[src/zcbu_map.svh]
`ifndef ZCBU_MAP_SVH
`define ZCBU_MAP_SVH

// Instruction word fields, bit 31 is the first bit of the opcode.
`define ZCBU_OPC_MSB        31
`define ZCBU_OPC_LSB        26
`define ZCBU_DELAY_BIT      25
`define ZCBU_COND_MSB       24
`define ZCBU_COND_LSB       21
`define ZCBU_SRC_MSB        20
`define ZCBU_SRC_LSB        16
`define ZCBU_OFF_MSB        15
`define ZCBU_OFF_LSB        11
`define ZCBU_IMM_MSB        15
`define ZCBU_RSV_MSB        10

// Opcode and condition encodings of the handled branch forms.
`define ZCBU_OPC_REG        6'h27
`define ZCBU_OPC_IMM        6'h2f
`define ZCBU_COND_EQ        4'h0
`define ZCBU_COND_GT        4'h4
`define ZCBU_COND_GE        4'h5

// Sequential step and cycle costs of one branch.
`define ZCBU_SEQ_STEP       32'h0000_0004
`define ZCBU_COST_FALL      4'h1
`define ZCBU_COST_HIT       4'h1
`define ZCBU_COST_DELAY     4'h2
`define ZCBU_COST_NODELAY   4'h3
`define ZCBU_COST_MISS_FAST 4'h3
`define ZCBU_COST_MISS_AREA 4'h8
`define ZCBU_AREA_SMALL     2'h2
`define ZCBU_AREA_FAST      2'h0

// Reset values of the unit's state.
`define ZCBU_CNT_RST        4'h0
`define ZCBU_PC_RST         32'h0000_0000

`endif

[src/zcbu_pkg.sv]
package zcbu_pkg;

	// Area optimisation setting of the core.
	typedef logic [1:0] zcbu_area_t;

	// Occupancy states of the branch unit.
	typedef enum logic [0:0] {
		ZCBU_IDLE,
		ZCBU_STALL
	} zcbu_fsm_t;

	// Whole state of the top module.
	typedef struct packed {
		zcbu_fsm_t   fsm;
		logic [3:0]  cnt;
		logic        resolve;
		logic        taken;
		logic        kill_next;
		logic [31:0] next_pc;
		logic        hold;
	} zcbu_state_t;

endpackage : zcbu_pkg

[src/zcbu_dec_if.sv]
`timescale 1ns/100ps
`default_nettype none

// Decoded branch fields passed between the top module and its helpers.
interface zcbu_dec_if;
	logic [31:0] instr;
	logic [31:0] src_val;
	logic [31:0] pc;
	logic [31:0] off_val;
	logic        prefix_vld;
	logic [15:0] prefix;
	logic        is_branch;
	logic        is_imm;
	logic        delay;
	logic        cond_met;
	logic [4:0]  src_idx;
	logic [4:0]  off_idx;
	logic [15:0] imm16;
	logic [31:0] target;
	logic [31:0] seq_pc;

	modport dec (input instr, src_val,
		output is_branch, is_imm, delay, cond_met, src_idx, off_idx, imm16);
	modport tgt (input pc, off_val, prefix_vld, prefix, is_imm, imm16,
		output target, seq_pc);
	modport core (output instr, src_val, pc, off_val, prefix_vld, prefix,
		input is_branch, is_imm, delay, cond_met, src_idx, off_idx, imm16, target, seq_pc);
endinterface : zcbu_dec_if

`default_nettype wire

[src/zcbu_branch_unit.sv]
// Behaviour
// - Equal-immediate branch redirects when source is zero, else advances by four.
// - Greater-or-equal forms branch when source is at least zero.
// - Greater-than register form branches only when source exceeds zero.
// - Register forms target current address plus whole offset register.
// - Immediate forms target current address plus sign-extended immediate.
// - Delay variants carry the delay flag in instruction bit twenty-five.
// - Delay flag set lets the following instruction complete first.
// - Delay flag clear on a taken branch kills the following sequential instruction.
// - A branch not taken occupies one cycle.
// - A taken delayed branch occupies two cycles.
// - A taken undelayed branch occupies three cycles.
// - A correctly predicted immediate branch occupies one cycle.
// - Immediate misprediction costs three cycles at area setting zero.
// - Immediate misprediction costs eight cycles at area setting two.
// - The sixteen-bit immediate is sign-extended to thirty-two bits.
// - A preceding prefix supplies the upper immediate bits instead.
// - Interrupts and hardware breaks wait until the delay slot completes.
`timescale 1ns/100ps
`default_nettype none
`include "zcbu_map.svh"

module zcbu_branch_unit (
	// Clock and reset.
	input  wire logic              i_ref_clk,
	input  wire logic              i_arst_n,
	// Instruction issue.
	input  wire logic              i_instr_vld,
	input  wire logic [31:0]       i_instr,
	input  wire logic [31:0]       i_pc,
	output logic                   o_ready,
	output logic                   o_claim,
	// Register file operands.
	output logic [4:0]             o_src_idx,
	output logic [4:0]             o_off_idx,
	input  wire logic [31:0]       i_src_val,
	input  wire logic [31:0]       i_off_val,
	// Immediate prefix from the previous instruction.
	input  wire logic              i_prefix_vld,
	input  wire logic [15:0]       i_prefix,
	// Branch prediction and core configuration.
	input  wire logic              i_pred_vld,
	input  wire logic              i_pred_taken,
	input  wire zcbu_pkg::zcbu_area_t i_area_optimisation_setting,
	// Branch resolution.
	output logic                   o_resolve,
	output logic                   o_taken,
	output logic                   o_kill_next,
	output logic [31:0]            o_next_pc,
	// Delay slot and interrupt gating.
	input  wire logic              i_slot_done,
	input  wire logic              i_irq_req,
	input  wire logic              i_brk_req,
	output logic                   o_irq_hold,
	output logic                   o_irq_grant,
	output logic                   o_brk_grant
);
	import zcbu_pkg::*;

	// Decode bundle, registered state and the helper terms of the issue decision.
	zcbu_dec_if  dif ();
	zcbu_state_t state_reg;
	zcbu_state_t state_next;
	logic [1:0]  rst_sync_reg;
	logic        rst_n;
	logic        accept;
	logic        predicted;
	logic        pred_hit;
	logic [3:0]  cost;
	logic        stall_last;

	// Reset is released through two flops so every flop leaves reset on one edge.
	always_ff @(posedge i_ref_clk or negedge i_arst_n) begin
		if (!i_arst_n) begin
			rst_sync_reg <= 2'h0;
		end else begin
			rst_sync_reg <= {rst_sync_reg[0], 1'b1};
		end
	end
	assign rst_n = rst_sync_reg[1];

	// Operands into the shared decode bundle.
	assign dif.instr      = i_instr;
	assign dif.src_val    = i_src_val;
	assign dif.pc         = i_pc;
	assign dif.off_val    = i_off_val;
	assign dif.prefix_vld = i_prefix_vld;
	assign dif.prefix     = i_prefix;

	// Field split and condition test against zero.
	zcbu_decode u_decode (
		.dif (dif)
	);

	// Target and fall-through addresses.
	zcbu_target u_target (
		.tif (dif)
	);

	// The unit claims only the words that decode as its own branch forms; any other
	// word passes by, so the issue stage must find its owner elsewhere.
	assign o_claim   = i_instr_vld && dif.is_branch;
	// Register indices leave straight away, since the operands must come back in the
	// same cycle; a registered index would cost every branch one more cycle.
	assign o_src_idx = dif.src_idx;
	assign o_off_idx = dif.off_idx;

	// A new branch is taken only while no earlier branch still occupies the unit.
	assign o_ready = (state_reg.fsm == ZCBU_IDLE);
	assign accept  = o_claim && o_ready;

	// Prediction applies to the immediate forms only; register forms always resolve late.
	assign predicted = i_pred_vld && dif.is_imm;
	assign pred_hit  = (i_pred_taken == dif.cond_met);

	// The stall counter holds the cycles still to wait after the taking edge.
	// It is loaded with the cost less one, so a one-cycle branch never stalls and
	// the issue stage may offer the next word at once.
	// Last cycle of a stall, when the unit opens again at the next edge.
	assign stall_last = (state_reg.cnt == 4'h1);

	// Cycle cost of the branch on offer, counted from the edge that takes it.
	// Area setting one has no cost of its own, so it shares the fast recovery; a user
	// who picks it must not rely on that figure.
	always_comb begin
		if (predicted && pred_hit) begin
			cost = `ZCBU_COST_HIT;
		end else if (predicted && (i_area_optimisation_setting == `ZCBU_AREA_SMALL)) begin
			cost = `ZCBU_COST_MISS_AREA;
		end else if (predicted) begin
			cost = `ZCBU_COST_MISS_FAST;
		end else if (!dif.cond_met) begin
			cost = `ZCBU_COST_FALL;
		end else if (dif.delay) begin
			cost = `ZCBU_COST_DELAY;
		end else begin
			cost = `ZCBU_COST_NODELAY;
		end
	end

	// Next state: outcome capture, stall count and interrupt hold.
	// When a new delayed branch arrives just as the hold would clear, the set wins.
	always_comb begin
		state_next         = state_reg;
		state_next.resolve = 1'b0;
		unique case (state_reg.fsm)
			ZCBU_IDLE: begin
				if (accept) begin
					state_next.resolve   = 1'b1;
					state_next.taken     = dif.cond_met;
					// A delay slot is never killed.
					state_next.kill_next = dif.cond_met && !dif.delay;
					state_next.next_pc   = dif.cond_met ? dif.target : dif.seq_pc;
					if (cost > `ZCBU_COST_FALL) begin
						state_next.fsm = ZCBU_STALL;
						state_next.cnt = 4'(cost - 4'h1);
					end
				end
			end
			ZCBU_STALL: begin
				if (stall_last) begin
					state_next.fsm = ZCBU_IDLE;
					state_next.cnt = `ZCBU_CNT_RST;
				end else begin
					state_next.cnt = 4'(state_reg.cnt - 4'h1);
				end
			end
		endcase
		if (accept && dif.delay) begin
			state_next.hold = 1'b1;
		end else if (state_reg.hold && i_slot_done && o_ready) begin
			state_next.hold = 1'b0;
		end
	end

	// State register; the synchronised reset clears it.
	always_ff @(posedge i_ref_clk or negedge rst_n) begin
		if (!rst_n) begin
			state_reg.fsm       <= ZCBU_IDLE;
			state_reg.cnt       <= `ZCBU_CNT_RST;
			state_reg.resolve   <= 1'b0;
			state_reg.taken     <= 1'b0;
			state_reg.kill_next <= 1'b0;
			state_reg.next_pc   <= `ZCBU_PC_RST;
			state_reg.hold      <= 1'b0;
		end else begin
			state_reg <= state_next;
		end
	end

	// Outcome of the last branch; taken, kill and address stand until the next one resolves, while o_resolve pulses for one cycle.
	assign o_resolve   = state_reg.resolve;
	assign o_taken     = state_reg.taken;
	assign o_kill_next = state_reg.kill_next;
	assign o_next_pc   = state_reg.next_pc;

	// Interrupt and break grants are plain gates on the hold.
	// A request is not stored here, so the requester must keep it up until granted.
	assign o_irq_hold  = state_reg.hold;
	assign o_irq_grant = i_irq_req && !state_reg.hold;
	assign o_brk_grant = i_brk_req && !state_reg.hold;

	// The checks below sample at the rising edge and stay quiet while the
	// synchronised reset holds the unit.

	a_eq_cond: assert property (@(posedge i_ref_clk) disable iff (!rst_n)
		accept && (i_instr[`ZCBU_COND_MSB:`ZCBU_COND_LSB] == `ZCBU_COND_EQ) |=>
		o_taken == ($past(i_src_val) == 32'h0000_0000))
		else $error("Equal-to-zero branch decision is wrong.");

	a_fall_target: assert property (@(posedge i_ref_clk) disable iff (!rst_n)
		accept && !dif.cond_met |=>
		!o_taken && (o_next_pc == 32'($past(i_pc) + `ZCBU_SEQ_STEP)))
		else $error("Fall-through address is wrong.");

	a_ge_cond: assert property (@(posedge i_ref_clk) disable iff (!rst_n)
		accept && (i_instr[`ZCBU_COND_MSB:`ZCBU_COND_LSB] == `ZCBU_COND_GE) |=>
		o_taken == !$past(i_src_val[31]))
		else $error("Greater-or-equal branch decision is wrong.");

	a_gt_cond: assert property (@(posedge i_ref_clk) disable iff (!rst_n)
		accept && (i_instr[`ZCBU_COND_MSB:`ZCBU_COND_LSB] == `ZCBU_COND_GT) |=>
		o_taken == (($past(i_src_val) != 32'h0000_0000) && !$past(i_src_val[31])))
		else $error("Greater-than branch decision is wrong.");

	a_reg_target: assert property (@(posedge i_ref_clk) disable iff (!rst_n)
		accept && dif.cond_met && !dif.is_imm |=>
		o_next_pc == 32'($past(i_pc) + $past(i_off_val)))
		else $error("Register-form branch target is wrong.");

	a_imm_target: assert property (@(posedge i_ref_clk) disable iff (!rst_n)
		accept && dif.cond_met && dif.is_imm && !i_prefix_vld |=>
		o_next_pc == 32'($past(i_pc) + {{16{$past(dif.imm16[15])}}, $past(dif.imm16)}))
		else $error("Immediate-form branch target is wrong.");

	a_prefix_target: assert property (@(posedge i_ref_clk) disable iff (!rst_n)
		accept && dif.cond_met && dif.is_imm && i_prefix_vld |=>
		o_next_pc == 32'($past(i_pc) + {$past(i_prefix), $past(dif.imm16)}))
		else $error("Prefixed branch target is wrong.");

	a_kill_next: assert property (@(posedge i_ref_clk) disable iff (!rst_n)
		accept |=>
		o_kill_next == ($past(dif.cond_met) && !$past(dif.delay)))
		else $error("Sequential kill is wrong.");

	a_slot_kept: assert property (@(posedge i_ref_clk) disable iff (!rst_n)
		accept && dif.delay |=>
		!o_kill_next)
		else $error("Delay slot was killed.");

	a_resolve_pulse: assert property (@(posedge i_ref_clk) disable iff (!rst_n)
		accept |=>
		o_resolve)
		else $error("Accepted branch did not resolve.");

	a_fall_cost: assert property (@(posedge i_ref_clk) disable iff (!rst_n)
		accept && !predicted && !dif.cond_met |=>
		o_ready)
		else $error("Fall-through branch took more than one cycle.");

	a_delay_cost: assert property (@(posedge i_ref_clk) disable iff (!rst_n)
		accept && !predicted && dif.cond_met && dif.delay |=>
		!o_ready ##1 o_ready)
		else $error("Delayed taken branch cost is wrong.");

	a_nodelay_cost: assert property (@(posedge i_ref_clk) disable iff (!rst_n)
		accept && !predicted && dif.cond_met && !dif.delay |=>
		!o_ready [*2] ##1 o_ready)
		else $error("Undelayed taken branch cost is wrong.");

	a_hit_cost: assert property (@(posedge i_ref_clk) disable iff (!rst_n)
		accept && predicted && pred_hit |=>
		o_ready)
		else $error("Correctly predicted branch cost is wrong.");

	a_miss_fast: assert property (@(posedge i_ref_clk) disable iff (!rst_n)
		accept && predicted && !pred_hit && (i_area_optimisation_setting == `ZCBU_AREA_FAST)
		|=> !o_ready [*2] ##1 o_ready)
		else $error("Fast misprediction cost is wrong.");

	a_miss_area: assert property (@(posedge i_ref_clk) disable iff (!rst_n)
		accept && predicted && !pred_hit && (i_area_optimisation_setting == `ZCBU_AREA_SMALL)
		|=> !o_ready [*6] ##[1:3] o_ready)
		else $error("Slow misprediction cost is wrong.");

	// Hold raised by a delayed branch.
	a_hold_set: assert property (@(posedge i_ref_clk) disable iff (!rst_n)
		accept && dif.delay |=>
		o_irq_hold)
		else $error("Delayed branch did not hold interrupts.");

	a_grant_gate: assert property (@(posedge i_ref_clk) disable iff (!rst_n)
		o_irq_hold |->
		!o_irq_grant && !o_brk_grant)
		else $error("Grant given while the delay slot is open.");

	// Reserved bits refuse a register form.
	a_claim_rsv: assert property (@(posedge i_ref_clk) disable iff (!rst_n)
		i_instr_vld && (i_instr[`ZCBU_RSV_MSB:0] != 11'h000)
		&& (i_instr[`ZCBU_OPC_MSB:`ZCBU_OPC_LSB] == `ZCBU_OPC_REG) |-> !o_claim)
		else $error("Register form with reserved bits was claimed.");

	// Main scenarios that the bench should reach.
	// A taken delayed branch.
	c_taken_delay: cover property (@(posedge i_ref_clk) disable iff (!rst_n)
		accept && dif.cond_met && dif.delay);
	// A misprediction at the small area setting.
	c_miss_area: cover property (@(posedge i_ref_clk) disable iff (!rst_n)
		accept && predicted && !pred_hit && (i_area_optimisation_setting == `ZCBU_AREA_SMALL));
	// A prefixed immediate branch.
	c_prefix_branch: cover property (@(posedge i_ref_clk) disable iff (!rst_n)
		accept && dif.is_imm && i_prefix_vld);
	// An interrupt deferred by an open delay slot.
	c_irq_deferred: cover property (@(posedge i_ref_clk) disable iff (!rst_n)
		o_irq_hold && i_irq_req);

endmodule : zcbu_branch_unit

`default_nettype wire

[src/zcbu_decode.sv]
`timescale 1ns/100ps
`default_nettype none
`include "zcbu_map.svh"

module zcbu_decode (
	// Decoded fields.
	zcbu_dec_if.dec dif
);
	import zcbu_pkg::*;

	logic [5:0] opc;
	logic [3:0] cond;
	logic       reg_form;
	logic       imm_form;

	// Field split and condition test against zero.
	always_comb begin
		opc      = dif.instr[`ZCBU_OPC_MSB:`ZCBU_OPC_LSB];
		cond     = dif.instr[`ZCBU_COND_MSB:`ZCBU_COND_LSB];
		// Reserved low bits of register forms.
		reg_form = (opc == `ZCBU_OPC_REG) && (dif.instr[`ZCBU_RSV_MSB:0] == 11'h000)
			&& ((cond == `ZCBU_COND_GE) || (cond == `ZCBU_COND_GT));
		imm_form = (opc == `ZCBU_OPC_IMM)
			&& ((cond == `ZCBU_COND_EQ) || (cond == `ZCBU_COND_GE));
		dif.is_branch = reg_form || imm_form;
		dif.is_imm    = imm_form;
		dif.delay     = dif.instr[`ZCBU_DELAY_BIT];
		dif.src_idx   = dif.instr[`ZCBU_SRC_MSB:`ZCBU_SRC_LSB];
		dif.off_idx   = dif.instr[`ZCBU_OFF_MSB:`ZCBU_OFF_LSB];
		dif.imm16     = dif.instr[`ZCBU_IMM_MSB:0];
		unique case (cond)
			`ZCBU_COND_EQ: dif.cond_met = (dif.src_val == 32'h0000_0000);
			`ZCBU_COND_GT: dif.cond_met = !dif.src_val[31] && (dif.src_val != 32'h0000_0000);
			`ZCBU_COND_GE: dif.cond_met = !dif.src_val[31];
			default:       dif.cond_met = 1'b0;
		endcase
	end

endmodule : zcbu_decode

`default_nettype wire

[src/zcbu_target.sv]
`timescale 1ns/100ps
`default_nettype none
`include "zcbu_map.svh"

module zcbu_target (
	// Target and fall-through addresses.
	zcbu_dec_if.tgt tif
);
	import zcbu_pkg::*;

	logic [31:0] offset;

	// Offset selection; a prefix replaces the sign extension entirely.
	always_comb begin
		if (tif.is_imm && tif.prefix_vld) begin
			offset = {tif.prefix, tif.imm16};
		end else if (tif.is_imm) begin
			offset = {{16{tif.imm16[15]}}, tif.imm16};
		end else begin
			offset = tif.off_val;
		end
		tif.target = 32'(tif.pc + offset);
		tif.seq_pc = 32'(tif.pc + `ZCBU_SEQ_STEP);
	end

endmodule : zcbu_target

`default_nettype wire

[config.mk]
export PLATFORM = sky130hd
export DESIGN_NAME = zcbu_branch_unit
export DESIGN_NICKNAME = d
export VERILOG_FILES = /design/src/zcbu_pkg.sv /design/src/zcbu_dec_if.sv /design/src/zcbu_branch_unit.sv /design/src/zcbu_decode.sv /design/src/zcbu_target.sv
export VERILOG_INCLUDE_DIRS = /design/src
export SDC_FILE = /design/constraint.sdc
export NUM_CORES = 1
export LEC_CHECK = 0
export ABC_AREA = 1
export BUFFER_PORTS_ARGS = -buffer_cell sky130_fd_sc_hd__buf_2
export CELL_PAD_IN_SITES_DETAIL_PLACEMENT = 1
export CELL_PAD_IN_SITES_GLOBAL_PLACEMENT = 2
export CORE_ASPECT_RATIO = 0.9
export CORE_MARGIN = 10
export CORE_UTILIZATION = 26
export DETAILED_ROUTE_END_ITERATION = 6
export PLACE_DENSITY_LB_ADDON = 0.1
export SYNTH_ARGS = -nofsm -noshare
export SYNTH_HDL_FRONTEND = slang
export SYNTH_SLANG_ARGS = --single-unit
[constraint.sdc]
create_clock -name i_ref_clk -period 1.75 [get_ports i_ref_clk]
set_input_delay 0.175 -clock i_ref_clk [delete_from_list [all_inputs] [get_ports i_ref_clk]]
set_output_delay 0.175 -clock i_ref_clk [all_outputs]
set_load 0.005 [all_outputs]
==> flow_metrics.tcl <==
set metrics [dict create \
    cts_max_level 2 \
    gp_congestion 0.8802 \
    grt_pass1_vias 8061 \
    place_hpwl_um 23680 \
    hold_depth 2 \
    clock-root-buffer "clkbuf_16" \
    crit_arrival_ns 2.90 \
    clock.fmax_mhz 373.3 \
    switching_share_pct 36.12 \
    fin_skew_ns 0.008844 \
    placed_cell_area_um2 8373 \
    drive_gt1_share_pct 53.46 \
    status "complete, but fails checks" \
    tns_ns -26.00 \
    clk_path_buf_depth 2 \
    setup_violations 42 \
    irDropWorstVdd_uv 424.2 \
    first_pass_iters 5 \
    synth_top_area_cell "dfrtp_1" \
    p_int_mw 3.003 \
    fin_crit_sh_pct 153.1 \
    coreArea_um2 21700 \
    slew_viol_final 0 \
    drv_cap 0 \
    powerDensity_nw_per_um2 435.3 \
    crit_type "in2reg" \
    utilization_pct 49.78 \
    largest_register_ffs 32 \
    cts_made_buffers 5 \
    synth_ff_type "dfrtp_1" \
    dieHeight_um 161.2 \
    ys_seq_area_share_pct 18.67 \
    cp_max_fo 7 \
    pwr-share-clk_pct 26.3 \
    synth_cell_types 50 \
    violations "negative setup slack" \
    port_buffers 194 \
    yosys_warnings 0 \
    post-route-min-period_ns 2.679 \
    antenna_found_initial 1 \
    clk_transition_reported_paths_ns 0.07 \
    numClockSinks 43 \
    synth_edf_count 0 \
    final_hold_viol_count 0 \
    area_growth_pct 87.39 \
    ys_seq_elements 43 \
    grt.overflow.total 0 \
    die_area_um2 28530 \
    grt_setup_unrepaired "true" \
    num_io_pins 205 \
    clk_latency_ns 0.29 \
    power.total_mw 4.701 \
    cp-end-kind "flop" \
    fin_area_um2 10800 \
    combPwrFrac_pct 51.6 \
    grt_max_degree 42 \
    first_iter_violations 377 \
    pwr-share-seq_pct 22.1 \
    slew_headroom_pct 61.95 \
    ant_nets 0 \
    r2r_cells 7 \
    synth_area_um2 5763 \
    setup_ws_ns -0.9286 \
    power_switching_mw 1.698 \
    wl_um 31230 \
    hold_slack_ns 0.09252 \
    synth_cells 951 \
    grt_pass1_wl_um 44480 \
    vias_per_cell 4.780 \
    grt_usage_pct 19.50 \
    layout.nets 1550 \
    required_ns 1.97 \
    synth_top_cell_area_share_pct 18.67 \
    hold_class "in2reg" \
    crit_path_start_kind "input port" \
    rows 51 \
    wl_per_cell_um 18.93 \
    dr_total_vias 7887 \
    synth_area_leaders "dfrtp_1, nand2_1, ha_1, nor2_1, nand3_1" \
    synthArstFlopShare_pct 100.0 \
    tightest_slew_ns 0.5707 \
    p_leak_nw 5.525 \
    cts_tree "built" \
    start_util_pct 26.56 \
    syn-num-nets 1144 \
    die_w_um 176.9 \
    postSynthAreaPerCell_um2 6.060 \
    drc 0 \
]
worst max-delay path: stages:
cell       delay, ns
buf_8           0.10
inv_8           0.04
nand4_1         0.16
o21ai_4         0.12
nand2_4         0.13
buf_6           0.15
clkbuf_16       0.15
buf_12          0.14
o21ai_4         0.20
ha_4            0.19
a21oi_2         0.09
nor2_1          0.17
nor2_1          0.10
nand2_4         0.09
nand3_1         0.09
nand2_2         0.12
nand2_1         0.09
nand3b_1        0.21
inv_1           0.07
nand2_1         0.07
nand3_1         0.07
a21boi_1        0.14
cell usage in the layout (no fill, tap or decap), types with 23 or more instances in the layout:
cell type	count
buf_4	208
nand2_1	204
buf_2	186
nor2_1	91
inv_1	78
nand3_1	42
dfrtp_1	42
buf_6	38
nand2_2	37
a21oi_2	30
nand3_2	28
ha_1	23
per-layer routing:
layer | up-vias | wire length, um | GRT usage, %
met3 | 14 | 1220 | 2.238
li1 | 3890 | - | -
met5 | - | 0 | 0
met1 | 3831 | 14730 | 27.59
met2 | 152 | 15020 | 31.73
met4 | 0 | 263 | 2.444
final timing paths:
kind,startpoint,endpoint,slack [ns]
min in group asynchronous,i_arst_n,rst_sync_reg[1],0.21
max in group asynchronous,rst_sync_reg[1],o_next_pc[8],1.02
min,i_instr[25],o_kill_next,0.09
max reg2reg,state_reg[40],o_next_pc[12],0.28
max,i_instr[22],o_next_pc[31],-0.93
min reg2reg,rst_sync_reg[1],o_next_pc[30],0.33
logic make-up after synthesis:
group,share of synthesized area (%)
simple gates,38.08
buf+inv,14.07
compound gates,16.02
flops,18.67
fa+ha+maj,8.380
xor+xnor,4.711
other cells,0.06507
cell usage after synthesis (3+ instances only):
master	number
nand3b_1	4
o21a_1	6
nand3_1	78
buf_2	6
o21ai_1	14
nand4_1	15
buf_4	46
inv_1	95
a21boi_1	5
clkbuf_1	6
o21ai_0	45
o22ai_1	15
nor3_1	16
nor4_1	4
buf_6	3
inv_2	4
a21o_1	4
xnor2_1	10
o211ai_1	3
dfrtp_1	43
a21oi_1	54
or2_2	9
nand2_1	259
ha_1	37
xor2_1	21
nor2_1	120
stage by stage:
step,std cells,worst slack [ns]
finish,1650,-0.9286
global route,1650,-1.098
CTS,1621,-0.8921
detailed placement,1576,-1.454
global placement,1576,-1.475
floorplan,951,-0.7782
power groups by stage:
stage,clock [mW],combinational (mW),sequential (mW)
final,1.24,2.43,1.04
after global routing,1.30,2.61,1.04
after CTS,1.26,2.07,1.04
after detailed placement,0,1.76,1.06
after global placement,0,1.74,1.06
after floorplan,0,0.811,1.06
repair_timing:
| item | 4_1_cts | 5_1_grt |
|---|---|---|
| hold endpoints to repair | 2 | 0 |
| setup buffers | 41 | 32 |
| cloned | 6 | 4 |
| pin swaps | 74 | 90 |
| endpoints found under the setup margin | 34 | 39 |
| hold buffers | 1 | 0 |
| gates resized for setup | 190 | 183 |
cell type report:
| cell class | instances | area (um2) |
|---|---|---|
| antenna | 1 | 2.502 |
| clock buffer | 6 | 128.9 |
| clock inverter | 2 | 60.06 |
| fill | 2796 | 10900 |
| inverter | 100 | 416.7 |
| multi-input combinational | 746 | 5240 |
| sequential | 43 | 1077 |
| tap | 291 | 364.1 |
| timing repair buffer | 460 | 3501 |
| timing repair inverter | 1 | 8.758 |
Note: power is estimated with default switching activity, not from simulation.
